File: src/pkg/csw_pkg.sv
package csw_pkg;

	// ---------------------------------------------------------------
	// Register map (byte addresses, one word each)
	// ---------------------------------------------------------------
	localparam logic [7:0] ADDR_DEV_CTRL = 8'h00;
	localparam logic [7:0] ADDR_CAN_MODE = 8'h04;
	localparam logic [7:0] ADDR_SWK_STAT = 8'h08;
	localparam logic [7:0] ADDR_EFF_STAT = 8'h0C;

	// ---------------------------------------------------------------
	// Field positions
	// ---------------------------------------------------------------
	localparam int STAT_ERR_BIT = 0;
	localparam int STAT_ARMED_BIT = 1;
	localparam int STAT_CFGVAL_BIT = 2;
	localparam int STAT_SIL_BIT = 3;
	localparam int STAT_WOKEN_BIT = 4;
	localparam int STAT_WAKEIRQ_BIT = 5;

	// ---------------------------------------------------------------
	// Reset values
	// ---------------------------------------------------------------
	localparam logic [2:0] RST_CAN_MODE = 3'h0;
	localparam logic [1:0] RST_DEV_MODE = 2'h0;
	localparam logic [31:0] RD_ZERO = 32'h0000_0000;

	// ---------------------------------------------------------------
	// Transceiver mode codes
	// ---------------------------------------------------------------
	localparam logic [2:0] CM_OFF0 = 3'h0;
	localparam logic [2:0] CM_WK = 3'h1;
	localparam logic [2:0] CM_RXO = 3'h2;
	localparam logic [2:0] CM_NORM = 3'h3;
	localparam logic [2:0] CM_OFF4 = 3'h4;
	localparam logic [2:0] CM_SWK = 3'h5;
	localparam logic [2:0] CM_RXO_SWK = 3'h6;
	localparam logic [2:0] CM_NORM_SWK = 3'h7;

	// Device modes as written to the device control register.
	typedef enum logic [1:0] {
		CSW_DEV_NORMAL = 2'h0,
		CSW_DEV_STOP = 2'h1,
		CSW_DEV_SLEEP = 2'h2,
		CSW_DEV_RESTART = 2'h3
	} csw_dev_t;

	// Effective transceiver behaviour.
	typedef struct packed {
		logic on;
		logic rx_en;
		logic tx_en;
		logic wake_en;
		logic swk_en;
	} csw_eff_t;

endpackage

File: src/rtl/csw_mode_ctrl.sv
// Added by the designer: the APB slave port and the address map.
`timescale 1ns/100ps
// Notes on behaviour
// - Mode field writes are accepted only while the device is in Normal or Restart mode.
// - Codes: 0/4 off, 1 wake, 2 rx-only, 3 normal, 5-7 with selective wake.
// - Normal-with-wake transmits, receives, and the filter monitors and flags silence.
// - Wake frame in normal-with-wake raises interrupt, receive output stays quiet.
// - Receive-only-with-wake forwards bus data, keeps filter on, never drives bus.
// - Error flag zero means no failed config check and no counter overflow.
// - Normal mode readback gives programmed code; status gives effective mode.
// - Leaving Normal may rewrite low two code bits; top bit kept.
// - Stop with error clear keeps every programmed mode.
// - Stop with error set drops filtering for 5/6/7; stored code unchanged.
// - Sleep turns 2 and 3 into 1; 0 and 4 stay off.
// - Sleep rewrites 5/6/7 to 5; filtered if error clear, else plain wake.
// - Wake frame in Sleep enters Restart, clears config-valid, code reads 5.
// - After a bus wake, wake capability returns only after a code change or a Sleep entry.
// - Sleep entry with a woken transceiver rearms it automatically.
// - Enabling filtering checks config; pass clears error flag, fail sets it.
// - Armed flag sets when filtering is correctly enabled.
module csw_mode_ctrl (
	input wire logic pclk, // APB clock
	input wire logic presetn, // Asynchronous reset, active low
	input wire logic psel, // APB select
	input wire logic penable, // APB enable
	input wire logic pwrite, // APB direction
	input wire logic [7:0] paddr, // APB byte address
	input wire logic [31:0] pwdata, // APB write data
	output logic [31:0] prdata, // APB read data
	output logic pready, // APB ready
	output logic pslverr, // APB error on unmapped address
	input wire logic bus_rx_pin, // Receiver data from the bus
	input wire logic wake_frame_pin, // Wake frame detected by the decoder
	input wire logic bus_wake_pin, // Plain wake pattern seen on the bus
	input wire logic counter_ovf_pin, // Frame error counter overflow
	input wire logic silence_pin, // Bus silence time expired
	input wire logic host_txd, // Transmit data from the host logic
	output logic rxd_out, // Receive data to the host
	output logic bus_tx_dom, // Drive the bus dominant
	output logic can_wake_irq, // Wake interrupt pulse
	output logic [2:0] eff_mode // Effective mode code
);

	// ---------------------------------------------------------------
	// Pin synchronisers
	// ---------------------------------------------------------------
	// The flops reset high: the receive pin idles recessive, and a high start on an event
	// pin can only give a falling edge, which no detector acts on, so reset makes no event.
	logic [4:0] sync1_q;
	logic [4:0] sync2_q;
	logic [4:0] sync_prev_q;
	always_ff @(posedge pclk or negedge presetn) begin
		if (!presetn) begin
			sync1_q <= 5'h1F;
			sync2_q <= 5'h1F;
			sync_prev_q <= 5'h1F;
		end else begin
			sync1_q <= {bus_rx_pin, wake_frame_pin, bus_wake_pin, counter_ovf_pin, silence_pin};
			sync2_q <= sync1_q;
			sync_prev_q <= sync2_q;
		end
	end
	wire rx_s = sync2_q[4];
	wire wuf_ev = sync2_q[3] & ~sync_prev_q[3];
	wire wup_ev = sync2_q[2] & ~sync_prev_q[2];
	wire ovf_ev = sync2_q[1] & ~sync_prev_q[1];
	wire sil_ev = sync2_q[0] & ~sync_prev_q[0];

	// ---------------------------------------------------------------
	// APB decode
	// ---------------------------------------------------------------
	logic [2:0] can_mode_q;
	logic [2:0] can_mode_d;
	csw_pkg::csw_dev_t dev_q;
	csw_pkg::csw_dev_t dev_d;
	logic err_q;
	logic armed_q;
	logic cfgval_q;
	logic sil_q;
	logic woken_q;
	logic wirq_q;
	logic [2:0] eff_q;
	logic [2:0] eff_d;

	wire acc = psel & penable;
	wire wr = acc & pwrite;
	wire hit_dev = paddr == csw_pkg::ADDR_DEV_CTRL;
	wire hit_mode = paddr == csw_pkg::ADDR_CAN_MODE;
	wire hit_stat = paddr == csw_pkg::ADDR_SWK_STAT;
	wire hit_eff = paddr == csw_pkg::ADDR_EFF_STAT;
	wire mapped = hit_dev | hit_mode | hit_stat | hit_eff;
	wire in_normal = dev_q == csw_pkg::CSW_DEV_NORMAL;
	wire in_restart = dev_q == csw_pkg::CSW_DEV_RESTART;
	wire mode_wr = wr & hit_mode & (in_normal | in_restart);
	wire dev_wr = wr & hit_dev;
	wire stat_wr = wr & hit_stat;
	wire [2:0] new_code = pwdata[2:0];
	wire code_change = mode_wr & (new_code != can_mode_q);
	wire swk_req = new_code[2] & (new_code[1:0] != 2'h0);
	wire cfg_ok = cfgval_q | (stat_wr & pwdata[csw_pkg::STAT_CFGVAL_BIT]);
	wire [1:0] dev_req = pwdata[1:0];

	// Status: write one to clear error and silence, write one to set config-valid.
	wire [31:0] stat_rd = {26'h0, wirq_q, woken_q, sil_q, cfgval_q, armed_q, err_q};
	wire [31:0] rd_mux = hit_dev ? {30'h0, dev_q} :
		hit_mode ? {29'h0, can_mode_q} :
		hit_stat ? stat_rd :
		hit_eff ? {29'h0, eff_q} : csw_pkg::RD_ZERO;

	// Ready follows the setup cycle, so every access takes two cycles with no wait state.
	// Read data is captured at setup and held, which keeps it stable through the access.
	always_ff @(posedge pclk or negedge presetn) begin
		if (!presetn) begin
			prdata <= csw_pkg::RD_ZERO;
			pready <= 1'b0;
			pslverr <= 1'b0;
		end else begin
			pready <= psel & ~penable;
			pslverr <= psel & ~penable & ~mapped;
			prdata <= (psel & ~penable & ~pwrite) ? rd_mux : prdata;
		end
	end

	// ---------------------------------------------------------------
	// Device mode and mode field
	// ---------------------------------------------------------------
	wire go_stop = dev_wr & in_normal & (dev_req == 2'h1);
	wire go_sleep = dev_wr & in_normal & (dev_req == 2'h2);
	wire go_normal = dev_wr & (dev_req == 2'h0) & ~in_normal;
	wire sleep_wake = (dev_q == csw_pkg::CSW_DEV_SLEEP) & woken_q;

	always_comb begin
		dev_d = dev_q;
		can_mode_d = can_mode_q;
		if (go_stop) begin
			dev_d = csw_pkg::CSW_DEV_STOP;
		end else if (go_sleep) begin
			dev_d = csw_pkg::CSW_DEV_SLEEP;
			if (can_mode_q == csw_pkg::CM_RXO || can_mode_q == csw_pkg::CM_NORM) begin
				can_mode_d = csw_pkg::CM_WK;
			end else if (swk_code(can_mode_q)) begin
				can_mode_d = csw_pkg::CM_SWK;
			end
		end else if (sleep_wake) begin
			dev_d = csw_pkg::CSW_DEV_RESTART;
		end else if (go_normal) begin
			dev_d = csw_pkg::CSW_DEV_NORMAL;
		end else if (mode_wr) begin
			can_mode_d = new_code;
		end
	end

	function automatic logic swk_code(input logic [2:0] c);
		swk_code = c[2] & (c[1:0] != 2'h0);
	endfunction

	// ---------------------------------------------------------------
	// Error, armed, woken and silence flags
	// ---------------------------------------------------------------
	// Once woken, further frames are ignored until a rearm, so a burst gives one wake only.
	wire filt_live = armed_q & ~err_q & swk_code(can_mode_q);
	wire wake_hit = ~woken_q & ((filt_live & wuf_ev) | (eff_d[0] & ~filt_live & wup_ev) | (filt_live & ovf_ev));
	wire rearm = code_change | go_sleep;

	always_ff @(posedge pclk or negedge presetn) begin
		if (!presetn) begin
			dev_q <= csw_pkg::CSW_DEV_NORMAL;
			can_mode_q <= csw_pkg::RST_CAN_MODE;
			err_q <= 1'b0;
			armed_q <= 1'b0;
			cfgval_q <= 1'b0;
			sil_q <= 1'b0;
			woken_q <= 1'b0;
			wirq_q <= 1'b0;
			eff_q <= csw_pkg::RST_CAN_MODE;
		end else begin
			dev_q <= dev_d;
			can_mode_q <= can_mode_d;
			eff_q <= eff_d;
			if (mode_wr & swk_req & code_change) begin
				err_q <= ~cfg_ok;
				armed_q <= cfg_ok;
			end else if (filt_live & ovf_ev) begin
				err_q <= 1'b1;
				armed_q <= 1'b0;
			end else if (stat_wr & pwdata[csw_pkg::STAT_ERR_BIT] & cfg_ok) begin
				err_q <= 1'b0;
			end
			if (mode_wr & ~swk_req) begin
				armed_q <= 1'b0;
			end
			if (sleep_wake) begin
				cfgval_q <= 1'b0;
			end else if (stat_wr & pwdata[csw_pkg::STAT_CFGVAL_BIT]) begin
				cfgval_q <= 1'b1;
			end
			if (filt_live & sil_ev) begin
				sil_q <= 1'b1;
			end else if (wup_ev | (stat_wr & pwdata[csw_pkg::STAT_SIL_BIT])) begin
				sil_q <= 1'b0;
			end
			if (wake_hit) begin
				woken_q <= 1'b1;
			end else if (rearm) begin
				woken_q <= 1'b0;
			end
			if (wake_hit & ~in_restart & (dev_q != csw_pkg::CSW_DEV_SLEEP)) begin
				wirq_q <= 1'b1;
			end else if (stat_wr & pwdata[csw_pkg::STAT_WAKEIRQ_BIT]) begin
				wirq_q <= 1'b0;
			end
		end
	end

	// ---------------------------------------------------------------
	// Effective mode
	// ---------------------------------------------------------------
	// Effective code keeps the code space; filtered codes collapse to plain ones when errored.
	wire [2:0] nf_code = swk_code(can_mode_q) ? {1'b0, can_mode_q[1:0]} : can_mode_q;
	always_comb begin
		eff_d = (can_mode_q == csw_pkg::CM_OFF4) ? csw_pkg::CM_OFF0 : nf_code;
		if (dev_q == csw_pkg::CSW_DEV_SLEEP || in_restart) begin
			if (can_mode_q == csw_pkg::CM_OFF0 || can_mode_q == csw_pkg::CM_OFF4) begin
				eff_d = csw_pkg::CM_OFF0;
			end else begin
				eff_d = (swk_code(can_mode_q) & ~err_q & ~woken_q) ? csw_pkg::CM_SWK : csw_pkg::CM_WK;
			end
		end else if (swk_code(can_mode_q) & ~err_q) begin
			eff_d = can_mode_q;
		end else if (swk_code(can_mode_q)) begin
			eff_d = {1'b0, can_mode_q[1:0]};
		end
	end

	// ---------------------------------------------------------------
	// Data path
	// ---------------------------------------------------------------
	// Sleep keeps both paths quiet whatever the code says; only the wake logic listens there.
	wire rx_on = eff_q[1] & (dev_q != csw_pkg::CSW_DEV_SLEEP);
	wire tx_on = (eff_q[1:0] == 2'h3) & (dev_q != csw_pkg::CSW_DEV_SLEEP);

	always_ff @(posedge pclk or negedge presetn) begin
		if (!presetn) begin
			rxd_out <= 1'b1;
			bus_tx_dom <= 1'b0;
			can_wake_irq <= 1'b0;
			eff_mode <= csw_pkg::RST_CAN_MODE;
		end else begin
			rxd_out <= rx_on ? rx_s : 1'b1;
			bus_tx_dom <= tx_on & ~host_txd;
			can_wake_irq <= wake_hit & ~in_restart & (dev_q != csw_pkg::CSW_DEV_SLEEP);
			eff_mode <= eff_q;
		end
	end
endmodule

File: config.mk
export PLATFORM = sky130hd
export DESIGN_NAME = csw_mode_ctrl
export DESIGN_NICKNAME = d
export VERILOG_FILES = /design/src/pkg/csw_pkg.sv /design/src/rtl/csw_mode_ctrl.sv
export SDC_FILE = /design/constraint.sdc
export NUM_CORES = 1
export LEC_CHECK = 0
export BUFFER_PORTS_ARGS = -buffer_cell sky130_fd_sc_hd__buf_2
export CORE_MARGIN = 2
export CORE_UTILIZATION = 25
export DETAILED_ROUTE_END_ITERATION = 6
export GPL_TIMING_DRIVEN = 1
export PLACE_DENSITY = 0.48
export SLEW_MARGIN = 20
export SYNTH_ARGS = -nofsm -noshare
export SYNTH_HDL_FRONTEND = slang
export SYNTH_SLANG_ARGS = --single-unit
File: constraint.sdc
create_clock -name pclk -period 3 [get_ports pclk]
set_clock_uncertainty 0.1 [all_clocks]
set_input_delay 0.15 -clock pclk [delete_from_list [all_inputs] [get_ports pclk]]
set_output_delay 0.15 -clock pclk [all_outputs]
set_load 0.02 [all_outputs]
==> results of run 1 <==
[sequential cells by signal, summed over array words and instances, names as in the netlist]
register and count:
prdata 6, sync1_q 5, sync2_q 5, sync_prev_q 4
can_mode_q 3, eff_mode 3, eff_q 3, dev_q 2
armed_q 1, bus_tx_dom 1, can_wake_irq 1, cfgval_q 1
err_q 1, pready 1, pslverr 1, rxd_out 1
sil_q 1, wirq_q 1, woken_q 1
[layout by cell type (no fill, tap or decap), types with 5 or more instances in the layout]
cell type	netlist	routed
sky130_fd_sc_hd__buf_2	0	37
sky130_fd_sc_hd__dfrtp_1	27	27
sky130_fd_sc_hd__conb_1	1	26
sky130_fd_sc_hd__nand2_1	16	16
sky130_fd_sc_hd__dfstp_2	15	15
sky130_fd_sc_hd__nor2_1	10	10
sky130_fd_sc_hd__nand3_1	10	10
sky130_fd_sc_hd__inv_1	8	8
sky130_fd_sc_hd__o21ai_0	7	7
sky130_fd_sc_hd__dlygate4sd3_1	0	7
sky130_fd_sc_hd__nand2b_1	5	5
sky130_fd_sc_hd__a21oi_1	5	5
sky130_fd_sc_hd__a31oi_1	5	5
sky130_fd_sc_hd__clkbuf_8	0	5
[worst max-delay path by stage]
stage	slack, ps	startpoint	cells after the start	to
5_1_grt	560	dev_q[1]$_DFFE_PN0P_	7	can_mode_q[2]$_DFFE_PN0P_
3_5_place_dp	700	dev_q[1]$_DFFE_PN0P_	7	can_mode_q[2]$_DFFE_PN0P_
3_3_place_gp	710	dev_q[0]$_DFFE_PN0P_	7	can_mode_q[2]$_DFFE_PN0P_
6_report	650	dev_q[1]$_DFFE_PN0P_	7	can_mode_q[2]$_DFFE_PN0P_
4_1_cts	660	dev_q[1]$_DFFE_PN0P_	7	can_mode_q[2]$_DFFE_PN0P_
2_1_floorplan	920	dev_q[0]$_DFFE_PN0P_	7	can_mode_q[2]$_DFFE_PN0P_
[cells by family after synthesis]
| group | Yosys count | synth area share [%] |
|---|---|---|
| buffers and inverters | 40 | 12.6 |
| adder cells (fa/ha/maj) | 3 | 1.85 |
| AND/OR/NAND/NOR | 61 | 17.2 |
| flip-flops | 42 | 52.8 |
| other | 1 | 0.185 |
| AO/OA/AOI/OAI | 34 | 11.9 |
| XOR/XNOR | 3 | 1.30 |
| multiplexers | 2 | 2.22 |
[per-layer routing]
layer  wire [microns]  track usage [%]  vias to the layer above
met1             1760             11.4                      662
met5                0                0                        -
met4               25             2.54                        0
met2             1930             16.1                       48
li1                 -                -                      680
met3              218             2.97                        2
[cell type report]
class	instances	area [sq um]	area share, %
timing repair buffer	45	263	11.1
clock inverter	1	7.51	0.317
tap	102	128	5.39
clock buffer	7	76.3	3.22
sequential	42	1070	45.1
inverter	8	30.0	1.27
multi-input combinational	129	796	33.6
[critical path: stages (launching register included)]
cell	delay (ps)
sky130_fd_sc_hd__dfrtp_1	440
sky130_fd_sc_hd__inv_1	100
sky130_fd_sc_hd__ha_1	190
sky130_fd_sc_hd__or3b_2	510
sky130_fd_sc_hd__nor3b_2	380
sky130_fd_sc_hd__o221ai_2	190
sky130_fd_sc_hd__a211oi_1	250
sky130_fd_sc_hd__a21oi_1	60
[what timing repair did]
item | in CTS | in global routing
hold buffers | 7 | 0
setup buffers | 0 | 0
endpoints found under the setup margin | 0 | 0
endpoints found under the hold margin | 33 | 0
[where the power goes]
group / internal (W) / leakage (nW) / switching, W
logic: 0.0000320 / 0.561 / 0.0000710
registers: 0.000587 / 0.507 / 0.00000652
clock network: 0.000165 / 0.0385 / 0.000183
[metrics by stage]
step,power [W],instances,worst slack [ps],area (sq um)
finish,0.00104,334,649,2370
global route,0.00110,334,555,2370
CTS,0.00106,334,655,2370
detailed placement,0.000701,319,700,2220
global placement,0.000699,319,712,2220
floorplan,0.000687,211,918,2120
==> summary.md, run 1 <==
Yosys
- 33.3% — Synth top area share
- sky130_fd_sc_hd__dfrtp_1 (33%), sky130_fd_sc_hd__dfstp_2 (19%), sky130_fd_sc_hd__buf_4 (9.6%), sky130_fd_sc_hd__nand2_1 (3.0%), sky130_fd_sc_hd__nand3_1 (2.5%) — top cells by area, synth
- 2030 sq um — synthesized area
- 42 — post-synthesis register bit count
- sky130_fd_sc_hd__dfrtp_1 (27), sky130_fd_sc_hd__buf_4 (26), sky130_fd_sc_hd__nand2_1 (16), sky130_fd_sc_hd__dfstp_2 (15) — most frequent cells after synthesis
- 10.9 sq um — average footprint of a synthesized cell
- sky130_fd_sc_hd__dfrtp_1 — cell taking the most area after synthesis
- 0 — Synthesis Warnings
- 186 — cell count after synthesis
- 100% — Post-synth ARST share
- sky130_fd_sc_hd__dfrtp_1 — primary flip-flop cell chosen by synthesis mapping
- 44 — number of distinct standard cells referenced by the synthesized netlist
- 52.8% — sequential area share after synthesis
- sky130_fd_sc_hd__dfrtp_1 — most used standard cell by instance count after synthesis
- 0 — number of synthesized flops with an enable pin

Final layout
- 0 — number of antenna repair diodes
- 285 — Final Net Count
- 30.6% — share of final-layout standard cells stronger than drive strength 1
- 30.4% — fin util
- 16.9% — Area Overhead vs Synth
- 823 — filler instances

Timing
- 911 ps — Worst-Margin Slew
- 0.425 GHz — achievable frequency
- 0 ps — Setup TNS Final
- 54.0 ps — worst hold slack
- 0 — max-slew violation count
- 0 — number of hold violations in the final report
- 0 — total setup violations reported at the end of the flow
- 39.3% — Slew headroom
- 78.4% — part of the cycle the worst path needs
- 2350 ps — final period demand of the worst path
- false — setup repair after global routing missed its margin

Clock network
- 42 — total clock sinks
- 2 — # H-tree levels
- 5 — number of buffers added by the clock tree synthesis step
- sky130_fd_sc_hd__clkbuf_8 — Root Buffer Master
- 2 — CTS max path bufs
- yes — CTS tree
- 290 ps — Skew-Pair Late Insertion Delay
- 0 — count of cells resized by post-cts repair
- 80 ps — clock transition at the registers of the reported paths

Die
- 94.0 microns — floorplan die height
- 94.0 microns — horizontal extent of the die
- 26.0% — starting utilization of the core area
- 7810 sq um — standard cell core area
- 91 — Ports
- 8840 sq um — die area
- 32 — number of standard-cell rows in the floorplan

Place
- 0.792 — gpl congestion
- 2960 microns — Detailed Place HPWL
- 37 — Port Buffers

Hold path
- 3 — hold depth
- wirq_q$_DFFE_PN0P_ — sink of the worst hold path
- primary input to flip-flop — hold crit path type
- pwdata[5] — startpoint of the tightest hold check path

Power and ir drop
- 441 nW/um^2 — Cell Pwr Density
- 1.11 nW — reported leakage power
- 175 uV — VDD IR-drop max

GRT
- 1373 — via count of the first global-routing pass
- 0 — number of antenna violations at the first check in global routing
- 0 — total overflow reported by the global router
- 6470 microns — wire length of the first global-routing pass
- 9.39% — total global routing track utilization
- 43 — pin count of the biggest net entering global routing

Worst setup path
- 2410 ps — arrival time worst endpoint
- flip-flop to flip-flop — Crit Path Class
- 7 — R2R depth
- dev_q[1]$_DFFE_PN0P_ — RR Startpoint
- flip-flop — capturing element type of the critical path
- 3060 ps — critical path required time
- 650 ps — reg-to-reg slack, setup
- 5 — Max Fanout on Critical Path
- can_mode_q[2]$_DFFE_PN0P_ — r2r endpoint
- flip-flop — startpoint type of the worst setup path

Drt
- 0 — detailed-route DRC error count
- 4.17 — post-detailed-route via-to-cell ratio
- 69 — Iteration-0 DRC Markers
- 4 — router iterations before antenna repair
- 0 — Detail Route Antenna Nets
- 3930 microns — overall routed net length
- 11.8 microns — wire length per cell after detailed routing
- 1392 — routed via count

Flow run
- 0 — number of maximum-capacitance constraint violations

Outcome
- finished clean — outcome

(Power assumes the default switching activity.)
==> run 2, diff against run 1 <==
--- a/config.mk
+++ b/config.mk
@@ -5,12 +5,13 @@
 export SDC_FILE = /design/constraint.sdc
 export NUM_CORES = 1
 export LEC_CHECK = 0
+export ABC_AREA = 1
 export BUFFER_PORTS_ARGS = -buffer_cell sky130_fd_sc_hd__buf_2
 export CORE_MARGIN = 2
 export CORE_UTILIZATION = 25
 export DETAILED_ROUTE_END_ITERATION = 6
 export GPL_TIMING_DRIVEN = 1
-export PLACE_DENSITY = 0.48
+export PLACE_DENSITY = 0.49
 export SLEW_MARGIN = 20
 export SYNTH_ARGS = -nofsm -noshare
 export SYNTH_HDL_FRONTEND = slang
==> constraint.sdc (replaced) <==
create_clock -name pclk -period 2 [get_ports pclk]
set_clock_uncertainty 0.1 [all_clocks]
set_input_delay 0.1 -clock pclk [delete_from_list [all_inputs] [get_ports pclk]]
set_output_delay 0.1 -clock pclk [all_outputs]
set_load 0.02 [all_outputs]
==> run 2 against run 1 <==
Die area grew 4.5%. Sequential power up 52%. Critical path type is now primary input to flip-flop. Clock-buffer cell count did not move. Critical path depth rose by 1. Worst hold slack got worse by 41 ps. Design area grew 7.8%. Total power grew 80%. Cell count increased by 17%. Highest routed layer unchanged. Combinational power increased to 2.8 times the previous value. Non-clock buffer count increased by 3. Global-route usage fell by 0.17 points.
==> summary.md, run 2 <==
Timing
- 13.3 ps — worst hold slack, -40.7 ps
- 269 ps — setup slack of the critical path after layout, -380 ps
- 1730 ps — final period demand of the worst path
- 0 — max-slew violation count, unchanged
- 0 — number of hold violations in the final report, unchanged
- false — setup repair after global routing missed its margin
- 0 ps — Setup TNS Final, unchanged
- 86.6% — part of the cycle the worst path needs
- 0.578 GHz — achievable frequency
- 0 — total setup violations reported at the end of the flow, unchanged

Yosys
- 231 — cell count after synthesis, +24%
- 50.4% — sequential area share after synthesis, -2.4 points
- sky130_fd_sc_hd__nand2_1 (44), sky130_fd_sc_hd__dfrtp_1 (27), sky130_fd_sc_hd__inv_1 (27), sky130_fd_sc_hd__buf_4 (26), sky130_fd_sc_hd__nor2_1 (19) — most frequent cells after synthesis
- 100% — Post-synth ARST share, unchanged
- 0 — Synthesis Warnings, unchanged
- 33 — number of distinct standard cells referenced by the synthesized netlist, -25%
- 2120 sq um — synthesized area, +4.7%
- 9.19 sq um — average footprint of a synthesized cell, -16%
- 0 — number of synthesized flops with an enable pin, unchanged
- 42 — post-synthesis register bit count, unchanged
- sky130_fd_sc_hd__dfrtp_1 (32%), sky130_fd_sc_hd__dfstp_2 (19%), sky130_fd_sc_hd__buf_4 (9.2%), sky130_fd_sc_hd__nand2_1 (7.8%), sky130_fd_sc_hd__inv_1 (4.8%) — top cells by area, synth
- sky130_fd_sc_hd__dfrtp_1 — primary flip-flop cell chosen by synthesis mapping
- sky130_fd_sc_hd__nand2_1 — most used standard cell by instance count after synthesis
- sky130_fd_sc_hd__dfrtp_1 — cell taking the most area after synthesis
- 31.8% — Synth top area share, -1.5 points

Final layout
- 6 — number of flip-flops under the largest register name, unchanged
- prdata — Top reg by flops
- 390 — final cell count without fillers, +17%
- 29.1% — share of final-layout standard cells stronger than drive strength 1, -1.5 points
- 0 — number of antenna repair diodes, unchanged
- sky130_fd_sc_hd__nand2_1 (44), sky130_fd_sc_hd__buf_2 (37), sky130_fd_sc_hd__inv_1 (27), sky130_fd_sc_hd__dfrtp_1 (27), sky130_fd_sc_hd__conb_1 (26) — most used cells in the layout excluding fill and tap cells
- prdata (6), sync1_q (5), sync2_q (5) — largest registers in the final layout
- 856 — filler instances, +4.0%
- sky130_fd_sc_hd__nand2_1 — most common cell after layout, fill and taps aside
- 20.3% — Area Overhead vs Synth
- 338 — Final Net Count, +19%

GRT
- 18 — pin count of the biggest net entering global routing, -58%
- 1355 — via count of the first global-routing pass, -1.3%
- 0 — total overflow reported by the global router, unchanged
- 6480 microns — wire length of the first global-routing pass, +0.22%
- 9.22% — total global routing track utilization, -0.17 points
- 0 — number of antenna violations at the first check in global routing, unchanged

Drt
- 0 — detailed-route DRC error count, unchanged
- 4 — router iterations before antenna repair, unchanged
- 10.6 microns — wire length per cell after detailed routing, -10%
- 4120 microns — overall routed net length, +4.8%
- 0 — Detail Route Antenna Nets, unchanged
- 56 — Iteration-0 DRC Markers, -19%
- 3.87 — post-detailed-route via-to-cell ratio, -7.0%
- 1511 — routed via count, +8.5%

Clock network
- 2 — CTS max path bufs, unchanged
- 5 — number of buffers added by the clock tree synthesis step, unchanged
- 290 ps — Skew-Pair Late Insertion Delay, about the same
- yes — CTS tree
- 2 — # H-tree levels, unchanged
- sky130_fd_sc_hd__clkbuf_8 — Root Buffer Master
- 9 — Post-CTS Hold Fix Bufs, +2
- 0 — setup repair bufs after CTS, unchanged
- 80 ps — clock transition at the registers of the reported paths, about the same
- 0 — count of cells resized by post-cts repair, unchanged
- 42 — total clock sinks, unchanged

Outcome
- finished clean — outcome

Worst setup path
- sky130_fd_sc_hd__nand2_1 — cell mode on critical path
- sky130_fd_sc_hd__dlygate4sd3_1 — cell at the slowest stage of the critical path
- 10 — Max Fanout on Critical Path, +5
- wirq_q$_DFFE_PN0P_ — r2r endpoint
- dlygate4sd3_1, buf_2, and3_1, nand4_4, a21oi_2, nand3_2, nand2_1, nand2_1 — Critical Path, Cell by Cell
- 2080 ps — critical path required time, -980 ps
- primary input to flip-flop — Crit Path Class
- simple AND/OR/NAND/NOR gates — delay-heaviest family, CP
- 280 ps — reg-to-reg slack, setup, -370 ps
- 520 ps — delay of the slowest cell on the worst path, about the same
- 1810 ps — arrival time worst endpoint, -600 ps
- dev_q[0]$_DFFE_PN0P_ — RR Startpoint
- 2 — number of buffer and inverter instances along the worst setup path, +1
- 8 — R2R depth, +1
- primary input — startpoint type of the worst setup path
- flip-flop — capturing element type of the critical path

Power and ir drop
- 0.000493 W — sw power, +89%
- 26.2% — sw frac, +1.2 points
- 15.5% — combinational cell fraction of total power, +5.6 points
- 0.00139 W — cell internal power dissipation, +77%
- 737 nW/um^2 — Cell Pwr Density, +67%
- 265 uV — VDD IR-drop max, +51%
- 1.30 nW — reported leakage power, +18%
- 48.0% — Reg power frac, -8.8 points
- 36.5% — Clock Power Share, +3.2 points
- 0.00188 W — overall power consumption, +80%

Die
- 25.8% — starting utilization of the core area, -0.14 points
- 33 — number of standard-cell rows in the floorplan, +3.1%
- 96.1 microns — floorplan die height, +2.2%
- 91 — Ports, unchanged
- 8220 sq um — standard cell core area, +5.2%
- 96.1 microns — horizontal extent of the die, +2.2%
- 9240 sq um — die area, +4.5%

Place
- 0.813 — gpl congestion, +2.6%
- 248 ps — pre-CTS setup slack, -452 ps
- 373 — placed cell count, +17%
- 3280 microns — Detailed Place HPWL, +11%
- 37 — Port Buffers, unchanged

Hold path
- 4 — hold depth, +1
- primary input to flip-flop — hold crit path type
- pwdata[3] — startpoint of the tightest hold check path
- sil_q$_DFFE_PN0P_ — sink of the worst hold path

Flow run
- 0 — number of maximum-capacitance constraint violations, unchanged

==> run 2: cells by family after synthesis <==
group                      after synthesis  share of synthesized area, %
adders and majority gates                3                          1.77
xor gates and xnor gates                 3                          1.24
AOI/OAI and AO/OA                       23                          6.78
buffers and inverters                   57                          14.7
other                                    1                         0.177
and+or+nand+nor                        102                          24.9
DFF                                     42                          50.4
==> run 2: worst max-delay path by stage <==
stage	start	end	slack, ps	cells past startpoint
final	penable	can_mode_q[0]$_DFFE_PN0P_	270	8
after global routing	dev_q[0]$_DFFE_PN0P_	wirq_q$_DFFE_PN0P_	30	8
after CTS	dev_q[0]$_DFFE_PN0P_	wirq_q$_DFFE_PN0P_	220	8
after detailed placement	dev_q[0]$_DFFE_PN0P_	wirq_q$_DFFE_PN0P_	250	8
after global placement	dev_q[0]$_DFFE_PN0P_	wirq_q$_DFFE_PN0P_	240	8
after floorplan	dev_q[0]$_DFFE_PN0P_	can_mode_q[1]$_DFFE_PN0P_	540	7
==> run 2: routing by layer <==
| metal | part of all wire [%] | GRT usage [%] | wire [microns] | vias up |
|---|---|---|---|---|
| li1 | - | - | - | 783 |
| met1 | 48 | 12.1 | 1970 | 692 |
| met2 | 46 | 13.9 | 1880 | 34 |
| met3 | 6.0 | 3.37 | 246 | 2 |
| met4 | 0.75 | 3.21 | 31 | 0 |
| met5 | 0 | 0 | 0 | - |
==> run 2: layout make-up <==
type                    instances  area (sq um)  share of cell area [%]
flip-flops and latches         42          1070                    41.9
multi-input cells             157           833                    32.6
repair buffers                 48           290                    11.4
well taps                     105           131                    5.14
inverters                      30           113                    4.41
clock buffers                   7          86.3                    3.38
clock inverters                 1          30.0                    1.18
==> run 2: worst reg2reg max path, cell delays in order, from the launching register on <==
cell and delay, ps:
sky130_fd_sc_hd__dfrtp_1 390, sky130_fd_sc_hd__inv_1 130, sky130_fd_sc_hd__ha_1 260, sky130_fd_sc_hd__nor2_1 90, sky130_fd_sc_hd__o21bai_1 200, sky130_fd_sc_hd__nand2_1 80, sky130_fd_sc_hd__o211ai_1 180, sky130_fd_sc_hd__nand2_1 120
sky130_fd_sc_hd__o21ai_1 120
==> run 2: power groups by stage <==
stage                     logic [W]  clock network, W  registers [W]
after floorplan            0.000225                 0       0.000921
after global placement     0.000281                 0       0.000919
after detailed placement   0.000281                 0       0.000919
after CTS                  0.000296          0.000711       0.000904
after global routing       0.000333          0.000751       0.000908
final                      0.000292          0.000686       0.000903
==> run 2: through the flow <==
stage               cell area [sq um]  util [%]
finish                           2550      31.1
global route                     2550      31.1
CTS                              2550      31.1
detailed placement               2350      28.6
global placement                 2350      28.6
floorplan                        2220         -
==> run 3, diff against run 2 <==
--- a/config.mk
+++ b/config.mk
@@ -7,11 +7,12 @@
 export LEC_CHECK = 0
 export ABC_AREA = 1
 export BUFFER_PORTS_ARGS = -buffer_cell sky130_fd_sc_hd__buf_2
-export CORE_MARGIN = 2
 export CORE_UTILIZATION = 25
 export DETAILED_ROUTE_END_ITERATION = 6
 export GPL_TIMING_DRIVEN = 1
 export PLACE_DENSITY = 0.49
+export RECOVER_POWER = 100
+export REMOVE_ABC_BUFFERS = 1
 export SLEW_MARGIN = 20
 export SYNTH_ARGS = -nofsm -noshare
 export SYNTH_HDL_FRONTEND = slang
==> run 3 against run 2 <==
Setup slack got worse by 46 ps. Sequential share of layout area increased by 0.65 points. Wire length decreased by 1.5%. First-iteration DRC count increased by 25%. Design area decreased by 1.5%. Cell count decreased by 0.26%. Global-route usage increased by 1.2 points. Highest routed layer unchanged.
==> summary.md, run 3 (same netlist as run 2, synthesis figures left out) <==
Place
- 37 — Port Buffers, unchanged
- 3150 microns — Detailed Place HPWL, -4.1%
- 225 ps — pre-CTS setup slack, -22.9 ps
- 0.812 — gpl congestion, about the same

Worst setup path
- 4 — Max Fanout on Critical Path, -6
- 390 ps — delay of the slowest cell on the worst path, -130 ps
- 220 ps — reg-to-reg slack, setup, -60 ps
- sky130_fd_sc_hd__nand2_1 — cell mode on critical path
- sky130_fd_sc_hd__dfrtp_1 — cell at the slowest stage of the critical path
- dev_q[0]$_DFFE_PN0P_ — startpoint of the worst setup timing path
- 8 — R2R depth, unchanged
- flip-flop to flip-flop — Crit Path Class
- 1900 ps — arrival time worst endpoint, +90 ps
- flip-flop — capturing element type of the critical path
- inv_1, ha_1, nor2_1, o21bai_1, nand2_1, o211ai_1, nand2_1, o21ai_0 — Critical Path, Cell by Cell
- dev_q[0]$_DFFE_PN0P_ — RR Startpoint
- compound AO/OA/AOI/OAI gates — delay-heaviest family, CP
- 1 — number of buffer and inverter instances along the worst setup path, -1
- wirq_q$_DFFE_PN0P_ — r2r endpoint
- flip-flop — startpoint type of the worst setup path
- 2120 ps — critical path required time, +40 ps

Timing
- 0 — total setup violations reported at the end of the flow, unchanged
- 88.9% — part of the cycle the worst path needs, +2.3 points
- 0.563 GHz — achievable frequency, -2.6%
- 0 — max-slew violation count, unchanged
- 0 — number of hold violations in the final report, unchanged
- 1010 ps — Worst-Margin Slew
- 32.7% — Slew headroom
- false — setup repair after global routing missed its margin
- 0 ps — Setup TNS Final, unchanged
- 223 ps — setup slack of the critical path after layout, -46.3 ps
- 1780 ps — final period demand of the worst path, +46.3 ps

Final layout
- prdata — Top reg by flops
- prdata (6), sync1_q (5), sync2_q (5) — largest registers in the final layout
- 0 — number of antenna repair diodes, unchanged
- 22.2% — share of final-layout standard cells stronger than drive strength 1, -6.9 points
- 18.5% — Area Overhead vs Synth
- 337 — Final Net Count, -0.30%
- sky130_fd_sc_hd__nand2_1 (45), sky130_fd_sc_hd__inv_1 (27), sky130_fd_sc_hd__dfrtp_1 (27), sky130_fd_sc_hd__conb_1 (26), sky130_fd_sc_hd__buf_2 (22) — most used cells in the layout excluding fill and tap cells
- 6 — number of flip-flops under the largest register name, unchanged
- sky130_fd_sc_hd__nand2_1 — most common cell after layout, fill and taps aside

Drt
- 0 — Detail Route Antenna Nets, unchanged
- 1567 — routed via count, +3.7%
- 70 — Iteration-0 DRC Markers, +25%
- 4.03 — post-detailed-route via-to-cell ratio, +4.0%
- 10.4 microns — wire length per cell after detailed routing, -1.2%
- 0 — detailed-route DRC error count, unchanged
- 4 — router iterations before antenna repair, unchanged
- 4060 microns — overall routed net length, -1.5%

Die
- 8860 sq um — die area, -4.1%
- 25.8% — starting utilization of the core area, unchanged
- 33 — number of standard-cell rows in the floorplan, unchanged
- 94.1 microns — horizontal extent of the die, -2.1%
- 91 — Ports, unchanged
- 8220 sq um — standard cell core area, unchanged
- 94.1 microns — floorplan die height, -2.1%

Clock network
- 80 ps — clock transition at the registers of the reported paths, about the same
- 42 — total clock sinks, unchanged
- 0 — setup repair bufs after CTS, unchanged
- 2 — CTS max path bufs, unchanged
- 5 — number of buffers added by the clock tree synthesis step, unchanged
- yes — CTS tree
- sky130_fd_sc_hd__clkbuf_8 — Root Buffer Master
- 2 — # H-tree levels, unchanged
- 290 ps — Skew-Pair Late Insertion Delay, about the same

Hold path
- primary input to flip-flop — hold crit path type
- pwdata[5] — startpoint of the tightest hold check path
- 4 — hold depth, unchanged
- wirq_q$_DFFE_PN0P_ — sink of the worst hold path

GRT
- 43 — pin count of the biggest net entering global routing, +25
- 1516 — via count of the first global-routing pass, +12%
- 2.75% — met3 global-route usage, -0.62 points
- met2 — routing layer with the top usage in global route
- 0 — number of antenna violations at the first check in global routing, unchanged
- 16.9% — met2 Usage GRT, +3.0 points
- 0 — total overflow reported by the global router, unchanged
- 6970 microns — wire length of the first global-routing pass, +7.6%
- 10.4% — total global routing track utilization, +1.2 points
- 12.7% — M1 GR Usage, +0.67 points

Power and ir drop
- 746 nW/um^2 — Cell Pwr Density, +1.3%
- 0.00188 W — overall power consumption, -0.22%
- 301 uV — VDD IR-drop max, +14%
- 1.24 nW — reported leakage power, -5.1%

Outcome
- finished clean — outcome

Flow run
- 0 — number of maximum-capacitance constraint violations, unchanged

[run 3: changes by cell type in the layout (fill, tap and decap cells not counted), sizes merged]
cell / previous run / this run
buf: 39 / 22
clkbuf: 7 / 23
[run 3: report_power, final]
group | internal, W | switching (W)
combinational | 0.0000873 | 0.000201
sequential | 0.000890 | 0.0000145
clock | 0.000407 | 0.000278
[run 3: area by class of cell]
class	instances	area, sq um
timing repair buffer	47	262
tap	105	131
inverter	30	113
multi-input combinational	157	823
clock buffer	7	86.3
fill	873	5700
sequential	42	1070
clock inverter	1	30.0
[run 3: worst max-delay path by stage]
stage,end,cells after the start
2_1_floorplan,can_mode_q[1]$_DFFE_PN0P_,7
3_3_place_gp,wirq_q$_DFFE_PN0P_,8
3_5_place_dp,wirq_q$_DFFE_PN0P_,8
4_1_cts,wirq_q$_DFFE_PN0P_,8
5_1_grt,wirq_q$_DFFE_PN0P_,8
6_report,wirq_q$_DFFE_PN0P_,8
[run 3: worst register-to-register path, cell delays in order, from the launching register on]
cell and delay [ps]:
sky130_fd_sc_hd__dfrtp_1 390, sky130_fd_sc_hd__inv_1 140, sky130_fd_sc_hd__ha_1 270, sky130_fd_sc_hd__nor2_1 80, sky130_fd_sc_hd__o21bai_1 210, sky130_fd_sc_hd__nand2_1 70
sky130_fd_sc_hd__o211ai_1 180, sky130_fd_sc_hd__nand2_1 120, sky130_fd_sc_hd__o21ai_0 140
[run 3: repair_timing]
action / CTS / global route
hold endpoints to repair: 34 / 0
resized for setup: 0 / 0
hold buffers: 9 / 0
endpoints found under the setup margin: 0 / 0
[run 3: routing by layer]
| metal | part of all wire [%] | vias up |
|---|---|---|
| met4 | 1.8 | 0 |
| met5 | 0 | - |
| met1 | 47 | 738 |
| met3 | 5.0 | 7 |
| li1 | - | 777 |
| met2 | 47 | 45 |
[run 3: stage by stage]
step	utilization (%)	instance area, sq um	instances	hold slack (ps)
after floorplan	-	2020	229	-296
after global placement	28.5	2340	372	107
after detailed placement	28.5	2340	372	103
after CTS	31.0	2550	389	12.1
after global routing	30.6	2510	389	5.87
final	30.6	2510	389	10.0
